<file path="config.mk">
export PLATFORM = sky130hd
export DESIGN_NAME = ptt_timer
export DESIGN_NICKNAME = d
export VERILOG_FILES = /design/src/include/ptt_pkg.sv /design/src/hdl/ptt_prescaler.sv /design/src/hdl/ptt_down_counter.sv /design/src/hdl/ptt_timer.sv
export SDC_FILE = /design/constraint.sdc
export NUM_CORES = 1
export LEC_CHECK = 0
export BUFFER_PORTS_ARGS = -buffer_cell sky130_fd_sc_hd__buf_2
export CAP_MARGIN = 15
export CORE_ASPECT_RATIO = 1.5
export CORE_MARGIN = 1.5
export CORE_UTILIZATION = 35
export CTS_CLUSTER_SIZE = 8
export DETAILED_ROUTE_END_ITERATION = 8
export GPL_TIMING_DRIVEN = 0
export PLACE_DENSITY_LB_ADDON = 0.08
export SYNTH_ARGS = -nofsm -noshare
export SYNTH_HDL_FRONTEND = slang
export SYNTH_SLANG_ARGS = --single-unit
</file>
<file path="constraint.sdc">
create_clock -name core_clk -period 8.41 [get_ports core_clk]
set_input_delay 0.4205 -clock core_clk [delete_from_list [all_inputs] [get_ports core_clk]]
set_output_delay 0.4205 -clock core_clk [all_outputs]
set_load 0.005 [all_outputs]
</file>
<file path="src/include/ptt_pkg.sv">
// package: constants and carrier types of the periodic tick timer
package ptt_pkg;
  // ----------------------------------------------------------------
  // register indices (byte address is four times the index)
  // ----------------------------------------------------------------
  localparam logic [9:0] IDX_MODULUS = 10'h000;
  localparam logic [9:0] IDX_CTRL = 10'h002;
  localparam logic [9:0] IDX_COUNT = 10'h006;
  localparam logic [9:0] IDX_IRQ_STATUS = 10'h008;
  localparam logic [9:0] IDX_IRQ_ENABLE = 10'h009;
  localparam logic [9:0] IDX_IRQ_CLEAR = 10'h00a;
  localparam int ADDR_W = 12;
  // ----------------------------------------------------------------
  // control and status field positions
  // ----------------------------------------------------------------
  localparam int CS_EN = 0;
  localparam int CS_RLD = 1;
  localparam int CS_FLAG = 2;
  localparam int CS_IE = 3;
  localparam int CS_OVW = 4;
  localparam int CS_DBG = 5;
  localparam int CS_DOZE = 6;
  localparam int CS_PRE_LSB = 8;
  localparam int PRE_W = 4;
  localparam int IRQ_TIMEOUT = 0;
  // ----------------------------------------------------------------
  // reset and fixed values
  // ----------------------------------------------------------------
  localparam logic [15:0] MODULUS_RST = 16'hffff;
  localparam logic [15:0] COUNT_RST = 16'hffff;
  localparam logic [15:0] WRAP_VALUE = 16'hffff;
  localparam logic [3:0] PRE_RST = 4'h0;
  localparam logic [1:0] RESP_OKAY = 2'h0;
  localparam logic [1:0] RESP_SLVERR = 2'h2;
  // ----------------------------------------------------------------
  // bus carriers
  // ----------------------------------------------------------------
  typedef struct packed {
    logic awvalid;
    logic [ADDR_W-1:0] awaddr;
    logic wvalid;
    logic [31:0] wdata;
    logic [3:0] wstrb;
    logic bready;
    logic arvalid;
    logic [ADDR_W-1:0] araddr;
    logic rready;
  } ptt_axil_req_t;
  typedef struct packed {
    logic awready;
    logic wready;
    logic bvalid;
    logic [1:0] bresp;
    logic arready;
    logic rvalid;
    logic [31:0] rdata;
    logic [1:0] rresp;
  } ptt_axil_rsp_t;
endpackage

</file>
<file path="src/hdl/ptt_prescaler.sv">
// prescaler: power-of-two divider producing count ticks
`timescale 1ns/1ps
`default_nettype none
module ptt_prescaler (
  input wire logic core_clk,
  input wire logic nrst,
  input wire logic clear,
  input wire logic run,
  input wire logic [ptt_pkg::PRE_W-1:0] pre,
  output logic tick
);
  import ptt_pkg::*;
  logic [14:0] cnt_r;
  logic [14:0] limit;
  // ----------------------------------------------------------------
  // divider
  // ----------------------------------------------------------------
  assign limit = 15'((16'h0001 << pre) - 16'h0001);
  // a clear restarts the division, so no tick leaks out of that cycle
  assign tick = run && !clear && (cnt_r == limit);
  always_ff @(posedge core_clk or negedge nrst) begin
    if (!nrst) begin
      cnt_r <= 15'h0000;
    end else if (clear) begin
      cnt_r <= 15'h0000;
    end else if (run) begin
      cnt_r <= tick ? 15'h0000 : cnt_r + 15'h0001;
    end
  end
endmodule
`default_nettype wire

</file>
<file path="src/hdl/ptt_down_counter.sv">
// down counter: 16-bit count with reload or wrap
`timescale 1ns/1ps
`default_nettype none
module ptt_down_counter (
  input wire logic core_clk,
  input wire logic nrst,
  input wire logic tick,
  input wire logic load,
  input wire logic [15:0] load_val,
  input wire logic reload_en,
  input wire logic [15:0] modulus,
  output logic [15:0] count,
  output logic reach_zero
);
  import ptt_pkg::*;
  logic [15:0] count_r;
  assign count = count_r;
  // a pending immediate load wins over a tick in the same cycle
  assign reach_zero = tick && !load && (count_r == 16'h0001);
  // ----------------------------------------------------------------
  // count
  // ----------------------------------------------------------------
  always_ff @(posedge core_clk or negedge nrst) begin
    if (!nrst) begin
      count_r <= COUNT_RST;
    end else if (load) begin
      count_r <= load_val;
    end else if (tick) begin
      if (count_r == 16'h0000) begin
        count_r <= reload_en ? modulus : WRAP_VALUE;
      end else begin
        count_r <= count_r - 16'h0001;
      end
    end
  end
endmodule
`default_nettype wire

</file>
<file path="src/hdl/ptt_timer.sv">
// top: periodic tick timer with its register slave and interrupt
`timescale 1ns/1ps
`default_nettype none
module ptt_timer (
  input wire logic core_clk,
  input wire logic nrst,
  input wire logic doze_mode,
  input wire logic debug_mode,
  input wire ptt_pkg::ptt_axil_req_t axil_req,
  output ptt_pkg::ptt_axil_rsp_t axil_rsp,
  output logic irq
);
  import ptt_pkg::*;
  // ----------------------------------------------------------------
  // declarations
  // ----------------------------------------------------------------
  logic [1:0] mode_in;
  logic [1:0] mode_s1_r;
  logic [1:0] mode_s2_r;
  logic doze_s;
  logic debug_s;
  logic [15:0] modulus_r;
  logic en_r;
  logic rld_r;
  logic flag_r;
  logic ie_r;
  logic ovw_r;
  logic dbg_r;
  logic doze_r;
  logic [PRE_W-1:0] pre_r;
  logic irq_sts_r;
  logic irq_ena_r;
  logic irq_r;
  logic irq_nxt;
  logic aw_rdy_r;
  logic aw_have_r;
  logic [ADDR_W-1:0] aw_addr_r;
  logic w_rdy_r;
  logic w_have_r;
  logic [31:0] w_data_r;
  logic [3:0] w_strb_r;
  logic bvalid_r;
  logic [1:0] bresp_r;
  logic ar_rdy_r;
  logic rvalid_r;
  logic [31:0] rdata_r;
  logic [1:0] rresp_r;
  logic aw_fire;
  logic w_fire;
  logic ar_fire;
  logic wr_fire;
  logic [9:0] wr_idx;
  logic [9:0] rd_idx;
  logic lo_strb;
  logic mod_wr;
  logic ctrl_wr;
  logic sts_clr_wr;
  logic ena_wr;
  logic wr_mapped;
  logic [15:0] mod_new;
  logic [15:0] ctrl_view;
  logic [15:0] ctrl_new;
  logic imm_load;
  logic pre_chg;
  logic presc_clear;
  logic run;
  logic tick;
  logic reach_zero;
  logic [15:0] count;
  logic flag_clr;
  logic [31:0] rd_mux;
  logic rd_mapped;

  // ----------------------------------------------------------------
  // byte lane merge
  // ----------------------------------------------------------------
  function automatic logic [15:0] merge16(
    input logic [15:0] old,
    input logic [15:0] data,
    input logic [1:0] strb
  );
    logic [15:0] res;
    res = old;
    if (strb[0]) begin
      res[7:0] = data[7:0];
    end
    if (strb[1]) begin
      res[15:8] = data[15:8];
    end
    return res;
  endfunction

  // ----------------------------------------------------------------
  // mode input synchronisers
  // ----------------------------------------------------------------
  assign mode_in = {debug_mode, doze_mode};
  for (genvar i = 0; i < 2; i++) begin : g_sync
    always_ff @(posedge core_clk or negedge nrst) begin
      if (!nrst) begin
        mode_s1_r[i] <= 1'b0;
        mode_s2_r[i] <= 1'b0;
      end else begin
        mode_s1_r[i] <= mode_in[i];
        mode_s2_r[i] <= mode_s1_r[i];
      end
    end
  end
  assign doze_s = mode_s2_r[0];
  assign debug_s = mode_s2_r[1];

  // ----------------------------------------------------------------
  // write channels
  // ----------------------------------------------------------------
  assign aw_fire = axil_req.awvalid && aw_rdy_r;
  assign w_fire = axil_req.wvalid && w_rdy_r;
  assign wr_fire = aw_have_r && w_have_r && !bvalid_r;
  assign wr_idx = aw_addr_r[ADDR_W-1:2];
  assign lo_strb = |w_strb_r[1:0];

  always_ff @(posedge core_clk or negedge nrst) begin
    if (!nrst) begin
      aw_rdy_r <= 1'b0;
      aw_have_r <= 1'b0;
      aw_addr_r <= '0;
    end else if (aw_fire) begin
      aw_rdy_r <= 1'b0;
      aw_have_r <= 1'b1;
      aw_addr_r <= axil_req.awaddr;
    end else if (wr_fire) begin
      aw_have_r <= 1'b0;
    end else if (!aw_have_r && !bvalid_r) begin
      aw_rdy_r <= 1'b1;
    end
  end

  always_ff @(posedge core_clk or negedge nrst) begin
    if (!nrst) begin
      w_rdy_r <= 1'b0;
      w_have_r <= 1'b0;
      w_data_r <= '0;
      w_strb_r <= '0;
    end else if (w_fire) begin
      w_rdy_r <= 1'b0;
      w_have_r <= 1'b1;
      w_data_r <= axil_req.wdata;
      w_strb_r <= axil_req.wstrb;
    end else if (wr_fire) begin
      w_have_r <= 1'b0;
    end else if (!w_have_r && !bvalid_r) begin
      w_rdy_r <= 1'b1;
    end
  end

  // ----------------------------------------------------------------
  // write decode
  // ----------------------------------------------------------------
  assign mod_wr = wr_fire && (wr_idx == IDX_MODULUS) && lo_strb;
  assign ctrl_wr = wr_fire && (wr_idx == IDX_CTRL) && lo_strb;
  assign sts_clr_wr = wr_fire && (wr_idx == IDX_IRQ_CLEAR) && w_strb_r[0];
  assign ena_wr = wr_fire && (wr_idx == IDX_IRQ_ENABLE) && w_strb_r[0];
  // count writes are accepted and dropped
  assign wr_mapped = (wr_idx == IDX_MODULUS) || (wr_idx == IDX_CTRL) ||
                     (wr_idx == IDX_COUNT) ||
                     (wr_idx == IDX_IRQ_STATUS) ||
                     (wr_idx == IDX_IRQ_ENABLE) ||
                     (wr_idx == IDX_IRQ_CLEAR);
  assign mod_new = merge16(modulus_r, w_data_r[15:0], w_strb_r[1:0]);
  assign ctrl_new = merge16(ctrl_view, w_data_r[15:0], w_strb_r[1:0]);

  always_ff @(posedge core_clk or negedge nrst) begin
    if (!nrst) begin
      bvalid_r <= 1'b0;
      bresp_r <= RESP_OKAY;
    end else if (wr_fire) begin
      bvalid_r <= 1'b1;
      bresp_r <= wr_mapped ? RESP_OKAY : RESP_SLVERR;
    end else if (bvalid_r && axil_req.bready) begin
      bvalid_r <= 1'b0;
    end
  end

  // ----------------------------------------------------------------
  // modulus latch
  // ----------------------------------------------------------------
  always_ff @(posedge core_clk or negedge nrst) begin
    if (!nrst) begin
      modulus_r <= MODULUS_RST;
    end else if (mod_wr) begin
      modulus_r <= mod_new;
    end
  end

  // ----------------------------------------------------------------
  // control fields
  // ----------------------------------------------------------------
  always_ff @(posedge core_clk or negedge nrst) begin
    if (!nrst) begin
      en_r <= 1'b0;
      rld_r <= 1'b0;
      ie_r <= 1'b0;
      ovw_r <= 1'b0;
      dbg_r <= 1'b0;
      doze_r <= 1'b0;
      pre_r <= PRE_RST;
    end else if (ctrl_wr) begin
      // enable and divider may land in one write
      en_r <= ctrl_new[CS_EN];
      rld_r <= ctrl_new[CS_RLD];
      ie_r <= ctrl_new[CS_IE];
      ovw_r <= ctrl_new[CS_OVW];
      dbg_r <= ctrl_new[CS_DBG];
      doze_r <= ctrl_new[CS_DOZE];
      pre_r <= ctrl_new[CS_PRE_LSB +: PRE_W];
    end
  end

  always_comb begin
    ctrl_view = 16'h0000;
    ctrl_view[CS_EN] = en_r;
    ctrl_view[CS_RLD] = rld_r;
    ctrl_view[CS_FLAG] = flag_r;
    ctrl_view[CS_IE] = ie_r;
    ctrl_view[CS_OVW] = ovw_r;
    ctrl_view[CS_DBG] = dbg_r;
    ctrl_view[CS_DOZE] = doze_r;
    ctrl_view[CS_PRE_LSB +: PRE_W] = pre_r;
  end

  // ----------------------------------------------------------------
  // run control
  // ----------------------------------------------------------------
  // wait mode is not an input: it never gates counting
  // stop mode gates the clock itself, nothing to do here
  assign run = en_r && !(doze_s && doze_r) &&
               !(debug_s && dbg_r);
  assign imm_load = mod_wr && ovw_r;
  assign pre_chg = ctrl_wr &&
                   (ctrl_new[CS_PRE_LSB +: PRE_W] != pre_r);
  // freezing holds the prescaler, disabling clears it
  assign presc_clear = imm_load || pre_chg || !en_r;

  ptt_prescaler u_presc (
    .core_clk(core_clk),
    .nrst(nrst),
    .clear(presc_clear),
    .run(run),
    .pre(pre_r),
    .tick(tick)
  );

  ptt_down_counter u_cnt (
    .core_clk(core_clk),
    .nrst(nrst),
    .tick(tick),
    .load(imm_load),
    .load_val(mod_new),
    .reload_en(rld_r),
    .modulus(modulus_r),
    .count(count),
    .reach_zero(reach_zero)
  );

  // ----------------------------------------------------------------
  // timeout flag and interrupt
  // ----------------------------------------------------------------
  assign flag_clr = mod_wr ||
                    (ctrl_wr && w_strb_r[0] && w_data_r[CS_FLAG]);
  always_ff @(posedge core_clk or negedge nrst) begin
    if (!nrst) begin
      flag_r <= 1'b0;
    end else if (reach_zero) begin
      flag_r <= 1'b1;
    end else if (flag_clr) begin
      flag_r <= 1'b0;
    end
  end

  always_ff @(posedge core_clk or negedge nrst) begin
    if (!nrst) begin
      irq_sts_r <= 1'b0;
    end else if (reach_zero) begin
      irq_sts_r <= 1'b1;
    end else if (sts_clr_wr && w_data_r[IRQ_TIMEOUT]) begin
      irq_sts_r <= 1'b0;
    end
  end

  always_ff @(posedge core_clk or negedge nrst) begin
    if (!nrst) begin
      irq_ena_r <= 1'b0;
    end else if (ena_wr) begin
      irq_ena_r <= w_data_r[IRQ_TIMEOUT];
    end
  end

  assign irq_nxt = (flag_r && ie_r) ||
                   (irq_sts_r && irq_ena_r);
  always_ff @(posedge core_clk or negedge nrst) begin
    if (!nrst) begin
      irq_r <= 1'b0;
    end else begin
      irq_r <= irq_nxt;
    end
  end
  assign irq = irq_r;

  // ----------------------------------------------------------------
  // read channel
  // ----------------------------------------------------------------
  assign ar_fire = axil_req.arvalid && ar_rdy_r;
  assign rd_idx = axil_req.araddr[ADDR_W-1:2];

  always_comb begin
    rd_mux = 32'h0000_0000;
    rd_mapped = 1'b1;
    case (rd_idx)
      IDX_MODULUS: rd_mux[15:0] = modulus_r;
      IDX_CTRL: rd_mux[15:0] = ctrl_view;
      // live value, upper and lower bytes sampled together
      IDX_COUNT: rd_mux[15:0] = count;
      IDX_IRQ_STATUS: rd_mux[IRQ_TIMEOUT] = irq_sts_r;
      IDX_IRQ_ENABLE: rd_mux[IRQ_TIMEOUT] = irq_ena_r;
      IDX_IRQ_CLEAR: rd_mux = 32'h0000_0000;
      default: rd_mapped = 1'b0;
    endcase
  end

  always_ff @(posedge core_clk or negedge nrst) begin
    if (!nrst) begin
      ar_rdy_r <= 1'b0;
      rvalid_r <= 1'b0;
      rdata_r <= 32'h0000_0000;
      rresp_r <= RESP_OKAY;
    end else if (ar_fire) begin
      ar_rdy_r <= 1'b0;
      rvalid_r <= 1'b1;
      rdata_r <= rd_mux;
      rresp_r <= rd_mapped ? RESP_OKAY : RESP_SLVERR;
    end else if (rvalid_r && axil_req.rready) begin
      rvalid_r <= 1'b0;
    end else if (!rvalid_r) begin
      ar_rdy_r <= 1'b1;
    end
  end

  always_comb begin
    axil_rsp.awready = aw_rdy_r;
    axil_rsp.wready = w_rdy_r;
    axil_rsp.bvalid = bvalid_r;
    axil_rsp.bresp = bresp_r;
    axil_rsp.arready = ar_rdy_r;
    axil_rsp.rvalid = rvalid_r;
    axil_rsp.rdata = rdata_r;
    axil_rsp.rresp = rresp_r;
  end
endmodule
`default_nettype wire

</file>
* Word level (Yosys, flattened, before mapping)
Index checks and enable logic that the tools add are counted.
Word-level totals: bits in registers 122, latch bits 0, RAM bits 0, ROM bits 0, output and inout port bits 42, memories 0
Cells by class: $add $sub $neg 3, multipliers 0, div/mod/pow operators 0, magnitude comparators 0, equality and inequality tests 17, shift-type cells 1, mux-type cells 35, bitwise logic cells 0, reduce and logical (&&, ||, !) cells 68
Operator list (number):
- $mux W16 | 4
- $eq A10 B4 Y1 const B | 6
- $mux W15 | 3
- $pmux W15 S3 | 1
- $logic_and A1 B1 Y1 | 32
- $mux W1 | 21
- $eq A10 B2 Y1 const B | 2
- $eq A10 B3 Y1 const B | 2
- $logic_not A10 Y1 | 2
- $reduce_bool A2 Y1 | 10
- $eq A16 B1 Y1 const B | 1
- $logic_not A16 Y1 | 1
- $mux W8 | 2
- $sub A16 B1 Y16 const B | 1
- $add A15 B1 Y15 const B | 1
- $eq A15 B15 Y1 | 1
- $shl A1 B4 Y15 const A | 1
- $sub A15 B1 Y15 const B | 1
- $logic_or A1 B1 Y1 | 9
- $logic_not A1 Y1 | 8
- $reduce_and A2 Y1 | 4
- $ne A2 B2 Y1 const B | 3
- $reduce_or A6 Y1 | 1
- $pmux W1 S5 | 1
- other kinds (5) | 6

* Longest topological paths before layout
depth after elaboration 13, mapped depth 14

* Hierarchy
A second synthesis with hierarchy kept.
Unflattened totals: cell total of the unflattened synthesis 649, area total of the unflattened synthesis 6824.0 um^2
Modules (own cells, without submodules):
- ptt_timer | instances 1, cells an instance 317, area an instance 4090.2 um^2, seq. area each 2197.1 um^2
- ptt_down_counter | instances 1, cells an instance 177, area an instance 1477.7 um^2, seq. area each 420.4 um^2
- ptt_prescaler | instances 1, cells an instance 155, area an instance 1256.2 um^2, seq. area each 375.4 um^2

* Worst setup path before layout
No wires, ideal clock.
path kind flip-flop to flip-flop, from register pre_r[2], to register u_cnt.count_r[10], in the netlist u_cnt.count[10], setup time 59 ps, arrival time 2750 ps, required time 8351 ps, setup slack 5600 ps, stages on the path, launching flop included 13, path buffers 2, period minus slack after synthesis 2810 ps, cell sequence dfrtp_1 -> buf_6 -> nor3_2 -> nand2b_1 -> ha_1 -> or4b_1 -> o221ai_2 -> xnor2_1 -> and3_4 -> nand3_2 -> buf_6 -> o32ai_1 -> a21o_1
On the way: word-level cells in the longest chain between the ends 9, elaborated cells between the ends (all ways) 12, those cells by class add/sub (1); eq/ne (2); shift (1); mux (1); reduce/logical (7)
Ends and longest elaborated chain:
- from (decl) | line ptt_timer.sv:30 | logic [PRE_W-1:0] pre_r;
- from (signal assigned) | line ptt_timer.sv:213 | pre_r <= ctrl_new[CS_PRE_LSB +: PRE_W];
- branches (longest 7 deep; another with $sub A15 B1 Y15)
- $logic_and A1 B1 Y1 * | line ptt_prescaler.sv:20 | assign tick = run && !clear && (cnt_r == limit);
- $reduce_bool A2 Y1 (no line) *
- to (signal assigned) | line ptt_down_counter.sv:27 | count_r <= load_val;
- to (signal assigned) | line ptt_down_counter.sv:30 | count_r <= reload_en ? modulus : WRAP_VALUE;
- to (signal assigned) | line ptt_down_counter.sv:32 | count_r <= count_r - 16'h0001;
- to (decl) | line ptt_down_counter.sv:16 | logic [15:0] count_r;
Mark *: on every way between the ends. A chain may end at the register's enable or synchronous reset.

* Final worst setup path
from register pre_r[2], to register u_cnt.count_r[8], in the netlist u_cnt.count[8]
Same word-level chain as after synthesis.

==> out/results.tsv <==
stage	metric	value	unit
clock_network	clkTransAtPathRegs	0.06	ns
detailed_routing	wl	19200	um
grt	grt_max_degree	66	
synth	yosysUniqueCellTypes	73	
final_layout	fin_area	8150	sq um
final_layout	area_growth	19.7	%
detailed_routing	vias_per_cell	5.22	
synth	postSynthAreaPerCell	10.2	sq um
sta	fmax	269	MHz
clock_network	clkLatencyLatePin	0.41	ns
synth	yosysWarnings	0	
placement	io_buffers	69	
grt	first_global_vias	5509	
detailed_routing	vias	5457	
worst_setup_path	arrival	4.08	ns
clock_network	cts_max_level	4	
synth	ys_ff_latch	118	
grt	gr-total-overflow	0	
detailed_routing	drcViolationCount	0	
synth	ys.flop_type	dfrtp_1	
worst_setup_path	crit_required	8.76	ns
sta	finalSetupViolations	0	
sta	slew_headroom	0.439	
min_path	hold_path.class	in2reg	
sta	rsz0062_at_grt	no	
detailed_routing	ant_nets	0	
final_layout	fillCellCount	1936	
synth	netlist_area	6810	sq um
sta	slew_viol_final	0	
power	power.leakage	3.66	nW
clock_network	cts.path.max_buffers	2	
grt	grt_use_total	0.198	
floorplanning	die_h	174	um
worst_setup_path	slowest_stage	nor4_2	
sta	hold_violations	0	
synth	async_flop_share	1.00	
power	peakVddDrop	151	uV
floorplanning	die_area	20300	sq um
floorplanning	rows	62	
sta	clock_skew	0.00996	ns
floorplanning	core	19100	sq um
placement	dp_hpwl	14700	um
sta	fin_setup_tns	0	ns
sta	finalCritPeriodShare	0.443	
final_layout	diodes	0	
status	status	completed	
detailed_routing	firstDrtPassIters	4	
synth	synth_edf_count	0	
synth	synth_seq_area_share	0.439	
floorplanning	ioPinCount	111	
sta	period_minus_slack	3.72	ns
final_layout	drive_above_1_share	0.315	
final_layout	nets	851	
worst_setup_path	critPathKind	reg2reg	
worst_setup_path	crit_path_end_kind	flop	
floorplanning	start_util	0.357	
detailed_routing	wl_per_cell	18.4	um
floorplanning	die_w	117	um
grt	grt_pass1_wl	30200	um
grt	antenna_found_initial	0	
job	drv_cap	0	
synth	yosys.area.top_type	dfrtp_1	
clock_network	post_cts_resized	0	
placement	gp_routability_congestion	0.943	
worst_setup_path	slowest_delay	0.45	ns
worst_setup_path	critPathMaxFanout	10	
clock_network	cts_tree	done	
worst_setup_path	path_cells	buf_6 -> nor3_2 -> nand2b_1 -> ha_1 -> buf_6 -> nor4_1 -> o211a_1 -> a221oi_1 -> nor4_2 -> nand3_2 -> buf_6 -> o32ai_1 -> a21o_1	
worst_setup_path	crit_top_cell	buf_6	
power	powerDensity	297	nW/um^2
clock_network	clock-sinks	118	
synth	syn_inst	669	
sta	worst_pin_slew	0.835	ns
clock_network	cts-buffers-inserted	17	
placement	dpl_cell_area	7570	sq um
detailed_routing	dr.first_iter.drc_count	286	
clock_network	cts-root-buf	clkbuf_16	
synth	synth_top_area_share	0.316	
synth	synth_area_leaders	dfrtp_1 32%, dfstp_2 12%, mux2_2 8.9%	
worst_setup_path	cp-start-kind	flop	
-- area by class of cell --
cell class,count,area [sq um],area share
Sequential cell,118,2990,0.367
Clock inverter,11,100,0.0123
Tap cell,256,320,0.0393
Multi-Input combinational cell,494,3410,0.419
Inverter,9,33.8,0.00415
Buffer,65,437,0.0536
Timing Repair Buffer,72,394,0.0484
Clock buffer,21,460,0.0565
-- state kept, by name, summed over array words and instances (netlist names), 2 cells and up --
register and count:
pre_r 4, u_cnt.count 16, w_strb_r 2, aw_addr_r 10, mode_s1_r 2, u_presc.cnt_r 15, rdata_r 16, modulus_r 16
w_data_r 16
-- worst max-delay path: cells and delay by family (launching register included) --
family          cells  cell delay, ns
compound gates      4            0.78
fa+ha+maj           1            0.31
buf+inv             3            0.59
flops               1            0.37
simple gates        5            1.62
-- report_power, final --
part | switching, mW | leakage, nW | total (mW) | internal [mW]
Clock | 0.270 | 0.274 | 0.692 | 0.422
Sequential | 0.132 | 1.44 | 0.837 | 0.704
Combinational | 0.521 | 1.94 | 0.895 | 0.374
-- placed cells by master (no fill, tap or decap), types with 4 or more instances in the layout --
cell type,netlist,final
xor2_1,12,12
ha_1,5,5
buf_2,7,75
clkbuf_16,0,17
o21a_1,5,5
clkinv_2,0,4
nand3_1,18,18
nand2_1,63,63
nand3b_1,12,12
a211oi_1,5,5
buf_6,11,12
nor4_1,10,10
a21oi_1,23,23
a21o_1,12,12
nand2b_1,5,5
dfstp_2,32,32
conb_1,1,18
nor3b_1,6,6
o32ai_1,11,11
and2_1,4,4
xnor2_1,18,18
nor3_1,6,6
buf_4,23,23
and3_1,13,13
mux2_2,54,54
o21ai_0,55,55
nor2_1,38,38
mux2i_1,29,29
clkbuf_1,18,20
a22oi_1,8,8
inv_1,9,9
dfrtp_1,86,86
nor2b_1,5,5
-- repair_timing --
item / CTS / global route
hold endpoints to repair: 20 / 0
setup endpoints to repair: 0 / 0
hold buffers: 1 / 0
buffers inserted: 0 / 0
-- synth_stat cells (all sizes together), types with 6 or more instances --
cell type / n
a21o: 13
a21oi: 24
a22oi: 8
and3: 15
buf: 44
clkbuf: 21
dfrtp: 86
dfstp: 32
inv: 9
mux2: 54
mux2i: 29
nand2: 63
nand3: 20
nand3b: 12
nor2: 38
nor3: 8
nor3b: 6
nor4: 13
o21ai: 55
o32ai: 11
xnor2: 18
xor2: 12
-- per-layer routing --
| metal | share of wire | track usage |
|---|---|---|
| met1 | 0.38 | 0.217 |
| met2 | 0.56 | 0.362 |
| met3 | 0.027 | 0.0332 |
| met4 | 0.034 | 0.0894 |
| met5 | 0 | 0 |
-- metrics by stage --
stage | total power [mW] | setup WS [ns] | instances | hold slack, ns | util
finish | 2.42 | 4.69 | 1046 | 0.111 | 0.427
global route | 2.57 | 4.49 | 1046 | 0.102 | 0.427
CTS | 2.45 | 4.72 | 1045 | 0.101 | 0.427
detailed placement | 1.74 | 4.74 | 1012 | 0.337 | 0.397
global placement | 1.73 | 4.82 | 1011 | 0.333 | 0.395
floorplan | 1.45 | 5.60 | 686 | 0.125 | -
-- path summary, 6_finish.rpt --
check	start	end	slack [ns]	cells after the start
max in group asynchronous	nrst	u_cnt.count[5]	7.13	3
max reg2reg	pre_r[2]	u_cnt.count[8]	4.69	13
min	debug_mode	mode_s1_r[1]	0.11	1
min reg2reg	mode_s1_r[0]	doze_s	0.35	0
min in group asynchronous	nrst	u_presc.cnt_r[12]	0.53	2
max	pre_r[2]	u_cnt.count[8]	4.69	13
-- cells by family after synthesis --
| logic type | synth area share |
|---|---|
| buffers and inverters | 0.0691 |
| DFF | 0.439 |
| adders and majority gates | 0.00919 |
| and+or+nand+nor | 0.160 |
| muxes | 0.132 |
| other | 0.000551 |
| xor gates and xnor gates | 0.0386 |
| AOI/OAI and AO/OA | 0.152 |
No activity file was read; power rests on OpenSTA's default activity.
